`config.mk`:
```
export PLATFORM = sky130hd
export DESIGN_NAME = dtr_device_flat
export DESIGN_NICKNAME = d
export VERILOG_FILES = /design/src/hw/dtr_pkg.sv /design/src/hw/dtr_link_if.sv /design/src/hw/dtr_device.sv /design/src/flat_wrapper.sv
export VERILOG_INCLUDE_DIRS = /design/src /design/src/hw
export SDC_FILE = /design/constraint.sdc
export NUM_CORES = 1
export LEC_CHECK = 0
export BUFFER_PORTS_ARGS = -buffer_cell sky130_fd_sc_hd__buf_2
export CAP_MARGIN = 30
export CORE_ASPECT_RATIO = 2
export CORE_MARGIN = 2
export CORE_UTILIZATION = 40
export DETAILED_ROUTE_END_ITERATION = 10
export PLACE_DENSITY = 0.66
export RECOVER_POWER = 100
export REMOVE_ABC_BUFFERS = 1
export SYNTH_ARGS = -nofsm -noshare
export SYNTH_HDL_FRONTEND = slang
export SYNTH_SLANG_ARGS = --single-unit
```
`constraint.sdc`:
```
create_clock -name clk_sys_i -period 3.57 [get_ports clk_sys_i]
set_clock_uncertainty 0.2 [all_clocks]
set_input_delay 0.5355 -clock clk_sys_i [delete_from_list [all_inputs] [get_ports clk_sys_i]]
set_output_delay 0.5355 -clock clk_sys_i [all_outputs]
set_load 0.02 [all_outputs]
```
`src/hw/dtr_defs.svh`:
```
// constants for the tuning register core: word layout, control bits, timing
// assumes: included by bare name from the package only; both ends rely on its macros
`ifndef DTR_DEFS_SVH
`define DTR_DEFS_SVH

// ========================================
// serial word layout
`define DTR_WORD_W 16
`define DTR_DEST_HI 15
`define DTR_DEST_LO 14
`define DTR_HALF_W 14
`define DTR_OFS_ID 13
`define DTR_OFS_HI 11

// ========================================
// control word bit positions
`define DTR_B_FULL 13
`define DTR_B_UPPER 12
`define DTR_B_TSEL 11
`define DTR_B_OSEL 10
`define DTR_B_SRC 9
`define DTR_B_RST 8
`define DTR_B_GATE 7
`define DTR_B_PDN 6

// ========================================
// widths, reset values and timing
`define DTR_TUNE_W 28
`define DTR_OFS_W 12
`define DTR_CTRL_RST 16'h0000
`define DTR_OUT_LAT 7
`define DTR_SCLK_DIV 4

// ========================================
// host register offsets and pin field positions
`define DTR_REG_CMD 4'h0
`define DTR_REG_STATUS 4'h1
`define DTR_REG_PINS 4'h2
`define DTR_P_TSEL 0
`define DTR_P_OSEL 1
`define DTR_P_RST 2
`define DTR_P_SLEEP 3
`define DTR_PINS_RST 4'h4

`endif

```
`src/hw/dtr_pkg.sv`:
```
// types shared by both ends of the tuning register link
// assumes: nothing beyond the constants header
`include "dtr_defs.svh"
package dtr_pkg;
    // destination code held in the top two bits of each serial word
    typedef enum logic [1:0] {
        DTR_DEST_CTRL = 2'h0,
        DTR_DEST_TUNE_A = 2'h1,
        DTR_DEST_TUNE_B = 2'h2,
        DTR_DEST_OFS = 2'h3
    } dtr_dest_t;

    // host serialiser states
    typedef enum logic [1:0] {
        DTR_H_IDLE,
        DTR_H_SHIFT,
        DTR_H_TAIL
    } dtr_host_state_t;
endpackage

```
`src/hw/dtr_link_if.sv`:
```
// pins between the host and the tuning register core
// assumes: host drives every pin, device only reads
interface dtr_link_if;
    logic sclk;
    logic fsync_n;
    logic serial_input;
    logic tune_select_pin;
    logic offset_select_pin;
    logic reset_pin;
    logic sleep_pin;

    modport host (
        output sclk, fsync_n, serial_input, tune_select_pin,
        output offset_select_pin, reset_pin, sleep_pin
    );
    modport dev (
        input sclk, fsync_n, serial_input, tune_select_pin,
        input offset_select_pin, reset_pin, sleep_pin
    );
endinterface

```
`src/hw/dtr_device.sv`:
```
// tuning register core: serial receiver, word and offset registers,
// selection, phase accumulator, reset and sleep handling
// assumes: link pins are asynchronous to clk_sys_i; clk_sys_i is the master clock
//
// Operation
// - two 28-bit tuning words held
// - two 12-bit offsets added after accumulator
// - 28-bit accumulator adds selected word each cycle
// - offset step is one 4096th cycle
// - source bit picks pins or select bits
// - source may change at any time
// - select pins sampled once per clock
// - codes 01/10 load tuning word a/b
// - code 00 writes control word
// - full load: low half then high
// - half mode: upper bit picks half
// - code 11 loads offset, bit 13 picks
// - reset clears accumulator, keeps registers
// - output valid seven cycles after release
// - reset source follows source bit
// - reset pin acts at once, release sampled
// - host asserts reset pin at power-up; ignored in bit mode
// - pin mode: sleep pin powers converter down
// - bit mode: gate and powerdown independent
// - control bits at fixed word positions
// - gated clock holds accumulator, writes continue
// - sleep pin acts at once, release sampled
//
// Chosen here: the register addresses and the strobed register port.
module dtr_device
    import dtr_pkg::*;
#(
    parameter int OUT_LAT = `DTR_OUT_LAT
)
(
    // clock and reset
    input wire logic clk_sys_i,
    input wire logic rstn_i,
    // link from the host
    dtr_link_if.dev link,
    // phase path
    output logic [`DTR_OFS_W-1:0] phase_word_o,
    output logic output_valid_o,
    output logic [`DTR_TUNE_W-1:0] selected_tuning_value_o,
    output logic [`DTR_OFS_W-1:0] selected_offset_value_o,
    // power and reset state
    output logic in_reset_o,
    output logic converter_pdn_o,
    output logic clock_gated_o
);
    // ========================================
    // pin synchronisers
    localparam int NSYNC = 7;
    logic [NSYNC-1:0] pin_raw;
    logic [NSYNC-1:0] meta_ff;
    logic [NSYNC-1:0] sync_ff;
    logic sclk_s, fsync_s, serial_input_s, tsel_s, osel_s, rst_s, sleep_s;

    assign pin_raw = {link.sleep_pin, link.reset_pin, link.offset_select_pin,
                      link.tune_select_pin, link.serial_input, link.fsync_n, link.sclk};
    assign {sleep_s, rst_s, osel_s, tsel_s, serial_input_s, fsync_s, sclk_s} = sync_ff;

    // two flops on every pin before use, except the raw reset and sleep pin paths
    always_ff @(posedge clk_sys_i or negedge rstn_i)
    begin
        if (!rstn_i)
        begin
            meta_ff <= 7'h7f;
            sync_ff <= 7'h7f;
        end
        else
        begin
            meta_ff <= pin_raw;
            sync_ff <= meta_ff;
        end
    end

    // ========================================
    // serial receiver
    logic sclk_dly_ff;
    logic [3:0] bit_cnt_ff;
    logic [`DTR_WORD_W-2:0] shift_ff;
    logic [`DTR_WORD_W-1:0] word_ff;
    logic word_done_ff;
    logic sclk_fall;

    assign sclk_fall = sclk_dly_ff & ~sclk_s;

    // shift on each falling serial clock inside a frame
    always_ff @(posedge clk_sys_i or negedge rstn_i)
    begin
        if (!rstn_i)
        begin
            sclk_dly_ff <= 1'b1;
            bit_cnt_ff <= 4'h0;
            shift_ff <= 15'h0000;
            word_ff <= 16'h0000;
            word_done_ff <= 1'b0;
        end
        else
        begin
            sclk_dly_ff <= sclk_s;
            word_done_ff <= 1'b0;
            if (fsync_s)
                bit_cnt_ff <= 4'h0; // a frame cut short is dropped
            else if (sclk_fall)
            begin
                shift_ff <= {shift_ff[`DTR_WORD_W-3:0], serial_input_s};
                bit_cnt_ff <= bit_cnt_ff + 4'h1;
                if (bit_cnt_ff == 4'hf)
                begin
                    word_ff <= {shift_ff, serial_input_s};
                    word_done_ff <= 1'b1;
                end
            end
        end
    end

    // ========================================
    // word, offset and control registers
    logic [`DTR_TUNE_W-1:0] tune_ff [2];
    logic [`DTR_OFS_W-1:0] ofs_ff [2];
    logic [`DTR_WORD_W-1:0] ctrl_ff;
    logic [`DTR_HALF_W-1:0] stage_ff;
    logic pend_ff;
    logic pend_idx_ff;
    dtr_dest_t dest;
    logic [`DTR_HALF_W-1:0] half;
    logic widx;

    assign dest = dtr_dest_t'(word_ff[`DTR_DEST_HI:`DTR_DEST_LO]);
    assign half = word_ff[`DTR_HALF_W-1:0];
    assign widx = (dest == DTR_DEST_TUNE_B);

    // apply a finished word to its destination; internal reset leaves these alone
    always_ff @(posedge clk_sys_i or negedge rstn_i)
    begin
        if (!rstn_i)
        begin
            tune_ff[0] <= 28'h000_0000;
            tune_ff[1] <= 28'h000_0000;
            ofs_ff[0] <= 12'h000;
            ofs_ff[1] <= 12'h000;
            ctrl_ff <= `DTR_CTRL_RST;
            stage_ff <= 14'h0000;
            pend_ff <= 1'b0;
            pend_idx_ff <= 1'b0;
        end
        else if (word_done_ff)
        begin
            case (dest)
                DTR_DEST_CTRL:
                begin
                    ctrl_ff <= word_ff;
                    pend_ff <= 1'b0;
                end
                DTR_DEST_TUNE_A, DTR_DEST_TUNE_B:
                begin
                    if (ctrl_ff[`DTR_B_FULL])
                    begin
                        if (pend_ff && (pend_idx_ff == widx))
                        begin
                            tune_ff[widx] <= {half, stage_ff};
                            pend_ff <= 1'b0;
                        end
                        else
                        begin
                            stage_ff <= half;
                            pend_ff <= 1'b1;
                            pend_idx_ff <= widx;
                        end
                    end
                    else if (ctrl_ff[`DTR_B_UPPER])
                        tune_ff[widx][`DTR_TUNE_W-1:`DTR_HALF_W] <= half;
                    else
                        tune_ff[widx][`DTR_HALF_W-1:0] <= half;
                end
                DTR_DEST_OFS:
                    ofs_ff[word_ff[`DTR_OFS_ID]] <= word_ff[`DTR_OFS_HI:0];
                default:
                    pend_ff <= pend_ff;
            endcase
        end
    end

    // ========================================
    // selection, reset and sleep sources
    logic src_pin;
    logic tsel;
    logic osel;
    logic rst_hold;
    logic gate;

    assign src_pin = ctrl_ff[`DTR_B_SRC];
    assign tsel = src_pin ? tsel_s : ctrl_ff[`DTR_B_TSEL];
    assign osel = src_pin ? osel_s : ctrl_ff[`DTR_B_OSEL];
    assign rst_hold = src_pin ? rst_s : ctrl_ff[`DTR_B_RST];
    assign gate = ~src_pin & ctrl_ff[`DTR_B_GATE];
    assign selected_tuning_value_o = tune_ff[tsel];
    assign selected_offset_value_o = ofs_ff[osel];

    // raw pin rise acts at once; the fall waits for the synchronised copy
    assign in_reset_o = rst_hold | (src_pin & link.reset_pin);
    assign converter_pdn_o = src_pin ? (link.sleep_pin | sleep_s) : ctrl_ff[`DTR_B_PDN];
    assign clock_gated_o = gate;

    // ========================================
    // phase accumulator and offset adder
    logic [`DTR_TUNE_W-1:0] acc_ff;
    logic [`DTR_OFS_W-1:0] phase_ff;
    logic [3:0] lat_cnt_ff;

    // accumulate, hold while gated, clear under internal reset
    always_ff @(posedge clk_sys_i or negedge rstn_i)
    begin
        if (!rstn_i)
            acc_ff <= 28'h000_0000;
        else if (rst_hold)
            acc_ff <= 28'h000_0000;
        else if (!gate)
            acc_ff <= acc_ff + selected_tuning_value_o;
    end

    // top 12 bits plus offset, wrapping mod one cycle
    always_ff @(posedge clk_sys_i or negedge rstn_i)
    begin
        if (!rstn_i)
            phase_ff <= 12'h000;
        else if (rst_hold)
            phase_ff <= 12'h000;
        else if (!gate)
            phase_ff <= acc_ff[`DTR_TUNE_W-1:`DTR_TUNE_W-`DTR_OFS_W] + selected_offset_value_o;
    end

    // output latency after reset release
    always_ff @(posedge clk_sys_i or negedge rstn_i)
    begin
        if (!rstn_i)
            lat_cnt_ff <= 4'h0;
        else if (rst_hold)
            lat_cnt_ff <= 4'h0;
        else if (!gate && (lat_cnt_ff != 4'(OUT_LAT)))
            lat_cnt_ff <= lat_cnt_ff + 4'h1;
    end

    assign output_valid_o = (lat_cnt_ff == 4'(OUT_LAT)) & ~in_reset_o;
    assign phase_word_o = in_reset_o ? 12'h000 : phase_ff;
endmodule

```
`src/flat_wrapper.sv`:
```
// flat-port wrapper written by rule: the top's interface ports become plain ports
module dtr_device_flat import dtr_pkg::*;
#(
    parameter int OUT_LAT = `DTR_OUT_LAT
)
  (clk_sys_i, rstn_i, phase_word_o, output_valid_o, selected_tuning_value_o, selected_offset_value_o, in_reset_o, converter_pdn_o, clock_gated_o, link_sclk, link_fsync_n, link_serial_input, link_tune_select_pin, link_offset_select_pin, link_reset_pin, link_sleep_pin);
  dtr_link_if link_i ();
  input wire logic clk_sys_i;
  input wire logic rstn_i;
  output logic [`DTR_OFS_W-1:0] phase_word_o;
  output logic output_valid_o;
  output logic [`DTR_TUNE_W-1:0] selected_tuning_value_o;
  output logic [`DTR_OFS_W-1:0] selected_offset_value_o;
  output logic in_reset_o;
  output logic converter_pdn_o;
  output logic clock_gated_o;
  input wire logic [$bits(link_i.sclk)-1:0] link_sclk;
  input wire logic [$bits(link_i.fsync_n)-1:0] link_fsync_n;
  input wire logic [$bits(link_i.serial_input)-1:0] link_serial_input;
  input wire logic [$bits(link_i.tune_select_pin)-1:0] link_tune_select_pin;
  input wire logic [$bits(link_i.offset_select_pin)-1:0] link_offset_select_pin;
  input wire logic [$bits(link_i.reset_pin)-1:0] link_reset_pin;
  input wire logic [$bits(link_i.sleep_pin)-1:0] link_sleep_pin;
  assign link_i.sclk = link_sclk;
  assign link_i.fsync_n = link_fsync_n;
  assign link_i.serial_input = link_serial_input;
  assign link_i.tune_select_pin = link_tune_select_pin;
  assign link_i.offset_select_pin = link_offset_select_pin;
  assign link_i.reset_pin = link_reset_pin;
  assign link_i.sleep_pin = link_sleep_pin;
  dtr_device #(.OUT_LAT(OUT_LAT)) u_core (.clk_sys_i(clk_sys_i), .rstn_i(rstn_i), .link(link_i), .phase_word_o(phase_word_o), .output_valid_o(output_valid_o), .selected_tuning_value_o(selected_tuning_value_o), .selected_offset_value_o(selected_offset_value_o), .in_reset_o(in_reset_o), .converter_pdn_o(converter_pdn_o), .clock_gated_o(clock_gated_o));
endmodule
```
==> results of run 1 <==
-- kinds of logic (layout without fill, tap and decap cells) --
| group | after synthesis | count (layout) |
|---|---|---|
| muxes | 150 | 150 |
| and+or+nand+nor | 172 | 172 |
| buffers and inverters | 46 | 199 |
| DFF | 199 | 199 |
| xor gates and xnor gates | 36 | 36 |
| AOI/OAI and AO/OA | 191 | 191 |
| adders and majority gates | 48 | 48 |
-- flip-flops by register name, summed over array words and instances, names as in the netlist --
register / cells
u_core.tune_ff: 56
u_core.acc_ff: 28
u_core.ofs_ff: 24
u_core.word_ff: 16
u_core.shift_ff: 15
u_core.stage_ff: 14
u_core.phase_ff: 12
u_core.ctrl_ff: 8
u_core.meta_ff: 7
u_core.sync_ff: 7
u_core.bit_cnt_ff: 4
u_core.lat_cnt_ff: 4
u_core.pend_ff: 1
u_core.pend_idx_ff: 1
u_core.sclk_dly_ff: 1
u_core.word_done_ff: 1
-- per-layer routing --
layer | wire length (um) | up-vias | GRT usage, % | share of wire [%]
met5 | 0 | - | 0 | 0
met4 | 1250 | 0 | 10.4 | 5.1
met3 | 599 | 50 | 3.89 | 2.4
met2 | 13700 | 107 | 36.2 | 55
met1 | 9140 | 3527 | 20.0 | 37
li1 | - | 3310 | - | -
-- synthesized netlist by cell type (all sizes together), types with 7 or more instances --
library cell,number
nand2b,7
a22oi,16
xnor2,16
nand3,11
o21ai,42
and2,12
ha,46
dfstp,15
nand2,57
nor2,54
o31ai,7
a21o,17
mux2,144
xor2,19
a22o,9
inv,14
clkbuf,17
nor3,7
a211oi,8
buf,15
a21oi,61
dfrtp,184
-- power groups by stage --
stage | clock network (mW) | logic [mW] | registers, mW
global route | 2.01 | 0.126 | 2.36
finish | 1.88 | 0.110 | 2.35
detailed placement | 0 | 0.109 | 2.40
global placement | 0 | 0.106 | 2.39
floorplan | 0 | 0.0455 | 2.38
CTS | 1.93 | 0.116 | 2.35
-- worst reg2reg max path, stage by stage (launching register included) --
cell	delay, ps
dfrtp_1	410
mux2i_4	280
buf_12	160
buf_8	130
buf_6	100
buf_6	90
mux2_4	340
ha_4	290
a21oi_1	80
buf_4	140
o21ai_2	140
a21oi_2	70
o21a_1	180
o22a_1	210
a311oi_2	270
xnor2_1	120
o31ai_2	170
-- final cells by class --
type                    count  share of cell area [%]
multi-input cells         597                    41.7
flip-flops and latches    199                    41.2
repair buffers            153                    8.86
clock buffers              18                    3.62
well taps                 290                    2.99
clock inverters            14                    1.15
inverters                  14                   0.433
-- metrics by stage --
| step | cell area [sq um] | power (mW) | hold WS [ps] | utilization, % |
|---|---|---|---|---|
| 2_1_floorplan | 9720 | 2.42 | 39.9 | - |
| 3_3_place_gp | 11000 | 2.50 | 146 | 45.2 |
| 3_5_place_dp | 11000 | 2.50 | 147 | 45.2 |
| 4_1_cts | 11700 | 4.40 | 158 | 48.0 |
| 5_1_grt | 12100 | 4.49 | 161 | 49.8 |
| 6_report | 12100 | 4.34 | 156 | 49.8 |
-- how the worst min path moves through the flow --
stage,slack [ps],cells after the start,from,endpoint
floorplan,40,0,rstn_i,u_core.acc_ff[0]
detailed placement,150,0,u_core.meta_ff[6],u_core.sync_ff[6]
finish,160,0,u_core.meta_ff[2],u_core.sync_ff[2]
global placement,150,0,u_core.meta_ff[6],u_core.sync_ff[6]
CTS,160,0,u_core.meta_ff[2],u_core.sync_ff[2]
global route,160,0,u_core.meta_ff[2],u_core.sync_ff[2]
-- timing repair --
action / CTS / global route
pin swaps: 0 / 29
cloned: 0 / 0
resized for setup: 7 / 63
hold endpoints to repair: 78 / 0
setup buffers: 0 / 12
hold buffers: 8 / 0
endpoints found under the setup margin: 7 / 14
==> summary.md, run 1 <==
| Metric | Value |
|---|---|
| Status | `finished, violations left` |
| Failing checks | `max-capacitance violations, max-slew violations` |
| Clock Sinks | `199` |
| R2R Path End | `u_core.acc_ff[20]` |
| Share of layout cells above drive strength 1 | `38.7%` |
| Fin cells | `1285` |
| Main combinational cell family by area after synthesis | `multiplexers` |
| Crit path top cell by count | `buf_6` |
| PnR worst setup slack | `101 ps` |
| Wire per inst | `19.2 um` |
| Final WL | `24700 um` |
| Unrepaired setup endpoints after global routing | `true` |
| Commonest cells after routing, fill and taps aside | `dfrtp_1 (184), mux2_2 (133), buf_4 (71)` |
| WP depth | `16` |
| TritonCTS clock tree | `done` |
| DP Wirelength | `18400 um` |
| Die Wd | `115 um` |
| Initial core utilization | `40.5%` |
| I/O pin cnt | `65` |
| Post-Synth XOR/XNOR Area | `3.35%` |
| Reg clk slew, reported paths | `80 ps` |
| Distinct cells, synth | `60` |
| Post-Synthesis Cells | `842` |
| Routed via count | `about 7000` |
| GRT Util Overall | `just under 20%` |
| Internal power | `3.30 mW` |
| Largest net degree at the start of global routing | `87` |
| Setup TNS | `0 ps` |
| Critical path arrival | `3630 ps` |
| Chip height | `226 um` |
| DRT Pass-1 Iters | `4` |
| DR vias/cell | `between 5 and 6` |
| Num CTS Buffers | `17` |
| Slew Limit Headroom | `-43.4%` |
| WP data required | `3730 ps` |
| Area Growth Syn to Fin | `23.1%` |
| First-pass GRT wire length | `38000 um` |
| Critical path startpoint | `u_core.ctrl_ff[9]` |
| Number of synthesis warnings | `0` |
| CTS H-tree lvls | `4` |
| Sequential share of power | `between 50% and 60%` |
| Global route overflow | `0` |
| CP peak stage delay | `410 ps` |
| Startpoint Class | `register` |
| Antenna cells | `0` |
| Worst setup path end | `u_core.acc_ff[20]` |
| Commonest register cell after synthesis | `dfrtp_1` |
| FF-to-FF setup slack | `100 ps` |
| Multi-input gate area | `approximately 0.0051 sq mm` |
| Register Area | `about 0.005 sq mm` |
| Area leader, netlist | `dfrtp_1` |
| Sw frac | `24.0%` |
| Logic pwr share | `between 2 and 3%` |
| Vias in the first global route | `approximately 7200` |
| Reg2reg path depth | `16` |
| Slew @ Worst Pin | `2150 ps` |
| Drt initial violations | `267` |
| Async SR Flop Fraction | `100%` |
| Final Setup Violations | `0` |
| Simple-Gate Fraction of Synth Area | `under 10%` |
| Yosys top cell area share | `46.7%` |
| Sequential element share of the synthesized area | `50.7%` |
| Syn_area_per_cell | `11.7 sq um` |
| P per Cell Area | `358 mW/mm^2` |
| Worst-Skew Late Latency | `450 ps` |
| Crit end category | `register` |
| Clock power share | `43.4%` |
| Post-DRT Antenna Nets | `0` |
| VDD IR max | `0.328 mV` |
| Worst path bufs/invs | `5` |
| Setup CP Type | `register to register` |
| Synth Cell Area | `0.00985 sq mm` |
| Clk root buf | `clkbuf_16` |
| Area contributors post-synth | `dfrtp_1 (47%), mux2_2 (16%), ha_1 (5.8%)` |
| CP Max Fanout | `7` |
| NetSw | `1.04 mW` |
| Area of the die | `0.0260 sq mm` |
| Clock tree buffer depth | `2` |
| Place WS | `-132 ps` |
| Multiplexer share of the synthesized area | `17.2%` |
| Reg2reg start | `u_core.ctrl_ff[9]` |
| Compound-Gate Fraction of Synth Area | `12.5%` |
| Worst Hold Class | `register to register` |
| FILL cells | `2185` |
| Most common cell after layout, fill and taps aside | `dfrtp_1` |
| Crit path time final | `3470 ps` |
| Final-report hold violation count | `0` |
| Max Fclk | `0.288 GHz` |
| Antenna violations before repair | `0` |
| Post-synthesis adder-cell area fraction | `under 10%` |
| Leakage | `between 6 and 7 nW` |
| #FFs+latches synth | `199` |
| Global placer's final weighted congestion | `0.882` |
| Row cnt | `81` |
| DRC violations left | `0` |
| Max-Cap Viols | `1` |
| Fin crit share | `between 90% and 100%` |
| Placed Cells incl. Taps | `1234` |
| CORE AREA | `0.0243 sq mm` |
| IO buf count | `64` |
| Worst path cell trace | `mux2i_4 > buf_12 > buf_8 > buf_6 > buf_6 > mux2_4 > ha_4 > a21oi_1 > buf_4 > o21ai_2 > a21oi_2 > o21a_1 > o22a_1 > a311oi_2 > xnor2_1 > o31ai_2` |
| EDFF count, synth | `0` |
| Nets | `1039` |
| Final Max Slew Viols | `85` |
| Cell family with most CP delay | `compound AO/OA/AOI/OAI gates` |
| Critical-path top delay cell | `dfrtp_1` |
Power figures use the tool's default switching activity.
==> inputs of run 2 (changes only) <==
- CORE_UTILIZATION: 40 -> 50
- PLACE_DENSITY: 0.66 -> 0.77
- REMOVE_ABC_BUFFERS: 1 -> unset
==> run 2 against run 1 <==
  * Clock power grew 5%
  * Critical endpoint is now u_core.acc_ff[26]
  * Combinational power hardly changed
  * Setup slack worse by 84 ps
  * Global-route usage rose by 4.1 points
  * Critical path type unchanged
  * Die area shrank 20%
  * Sequential power hardly changed
  * Maximum frequency shrank 2.4%
  * Critical path depth down 3
  * First-iteration DRC count is 14% higher
  * The flow still finishes with violations (max-capacitance violations, max-slew violations)
==> summary.md, run 2 (synthesis gave the netlist of run 1 again) <==
| Metric | Value |
|---|---|
| Area of the die | `0.0209 sq mm` |
| Wire per inst | `19.4 um` |
| Final Power | `roughly 4.4 mW` |
| PnR worst setup slack | `17.7 ps` |
| Post-Syn Nets | `899` |
| Global route overflow | `0` |
| TritonCTS clock tree | `done` |
| Max Fclk | `about 0.28 GHz` |
| Unrepaired setup endpoints after global routing | `true` |
| Place WS | `-149 ps` |
| Clk root buf | `clkbuf_16` |
| Metal-1 WL | `8940 um` |
| Initial core utilization | `50.9%` |
| VDD IR max | `0.338 mV` |
| Final Max Slew Viols | `87` |
| Nets | `1010` |
| Setup TNS | `0 ps` |
| Post-DRT Antenna Nets | `0` |
| Chip height | `203 um` |
| Most common cell after layout, fill and taps aside | `dfrtp_1` |
| Fin crit share | `99.5%` |
| Clock Sinks | `199` |
| Worst-Skew Late Latency | `~440 ps` |
| Largest net degree at the start of global routing | `88` |
| Final WL | `23800 um` |
| Num CTS Buffers | `17` |
| Area Growth Syn to Fin | `19.1%` |
| DP Wirelength | `17300 um` |
| WP data required | `3690 ps` |
| Most flops, register | `u_core.tune_ff` |
| DRT Pass-1 Iters | `7` |
| Final Setup Violations | `0` |
| Critical path arrival | `3680 ps` |
| Vias in the first global route | `7233` |
| Slew Limit Headroom | `-46.1%` |
| Worst Hold Class | `register to register` |
| Slew @ Worst Pin | `around 2200 ps` |
| Commonest cells after routing, fill and taps aside | `dfrtp_1 (184), mux2_2 (134), buf_2 (60)` |
| Max-Cap Viols | `1` |
| Routed via count | `about 7000` |
| Failing checks | `max-capacitance violations, max-slew violations` |
| I/O pin cnt | `65` |
| Top routing layer in use | `met4` |
| First-pass GRT wire length | `37300 um` |
| P per Cell Area | `379 mW/mm^2` |
| Max reg flops | `56` |
| Clock tree buffer depth | `2` |
| Antenna cells | `0` |
| Global placer's final weighted congestion | `0.935` |
| DR vias/cell | `5.73` |
| CP Max Fanout | `9` |
| Row cnt | `72` |
| Leakage | `5.94 nW` |
| Met2 wire len | `13000 um` |
| Status | `finished, violations left` |
| Crit end category | `register` |
| Crit path time final | `3550 ps` |
| CTS H-tree lvls | `4` |
| Startpoint Class | `register` |
| Setup CP Type | `register to register` |
| Final-report hold violation count | `0` |
| GRT Util Overall | `23.6%` |
| Reg clk slew, reported paths | `approximately 80 ps` |
| DRC violations left | `0` |
| Top flop regs | `u_core.tune_ff x56, u_core.acc_ff x28, u_core.ofs_ff x24` |
| Antenna violations before repair | `0` |
| Drt initial violations | `between 300 and 400` |
| Die Wd | `103 um` |
| DR WL met3 | `659 um` |
| Share of layout cells above drive strength 1 | `a little over a third` |
| CORE AREA | `0.0194 sq mm` |
| IO buf count | `64` |
==> run 2: cell count changes in the layout (fill, tap and decap cells not counted), moves of 2 or more <==
cell / change
buf_6: -5
clkinv_8: +2
clkinv_2: -3
buf_4: -22
nand3_2: +2
clkinvlp_4: -2
ha_4: -8
a21oi_2: -3
ha_1: +8
a21oi_1: +3
inv_8: +2
==> run 2: where the power goes <==
part | switching, mW | leakage (nW) | total [mW] | internal [mW]
registers | 0.0388 | 2.70 | 2.35 | 2.31
clock network | 0.961 | 0.306 | 1.98 | 1.02
logic | 0.0622 | 2.94 | 0.111 | 0.0491
==> run 2: what timing repair did <==
item                                    in CTS  in global routing
hold endpoints to repair                    78                  1
pin swaps                                    4                 11
hold buffers                                 7                  1
setup buffers                                2                  3
gates resized for setup                     10                 36
endpoints found under the setup margin       9                 15
==> run 2: final timing paths <==
check / from / to / slack (ps) / cells after the start
min: u_core.meta_ff[2] / u_core.sync_ff[2] / 160 / 0
max in group asynchronous: rstn_i / u_core.meta_ff[2] / 740 / 3
min in group asynchronous: rstn_i / u_core.tune_ff[51] / 1080 / 2
max reg2reg: u_core.ctrl_ff[9] / u_core.acc_ff[26] / 20 / 13
max: u_core.ctrl_ff[9] / u_core.acc_ff[26] / 20 / 13
min reg2reg: u_core.meta_ff[2] / u_core.sync_ff[2] / 160 / 0
==> run 2: layout make-up <==
type | count | area, sq um
clock inverter | 15 | 203
clock buffer | 17 | 425
sequential | 199 | 5000
inverter | 14 | 52.6
multi-input combinational | 597 | 4910
fill | 1511 | 7640
timing repair buffer | 124 | 816
tap | 259 | 324
==> run 2: routing by layer <==
metal | track usage, % | vias up
met1 | 26.1 | 3549
li1 | - | 3258
met4 | 12.0 | 0
met5 | 0 | -
met2 | 42.0 | 151
met3 | 4.20 | 63
==> run 2: stage by stage <==
| step | hold slack [ps] | instance area, sq um | instances | utilization [%] |
|---|---|---|---|---|
| final | 156 | 11700 | 1225 | 60.6 |
| after global routing | 163 | 11700 | 1225 | 60.6 |
| after CTS | 1.22 | 11500 | 1221 | 59.6 |
| after detailed placement | 147 | 10800 | 1180 | 55.6 |
| after global placement | 146 | 10800 | 1180 | 55.6 |
| after floorplan | 39.9 | 9870 | 842 | - |
==> run 2: worst max-delay path, cell delays in order, from the launching register on <==
cell and delay (ps):
dfrtp_1 430, mux2i_4 300, buf_12 160, buf_4 150
mux2_2 400, ha_1 380, a21oi_2 210, inv_1 80
o211ai_1 260, buf_4 200, a31oi_4 110, a221oi_2 280
xor2_1 170, o21ai_1 70
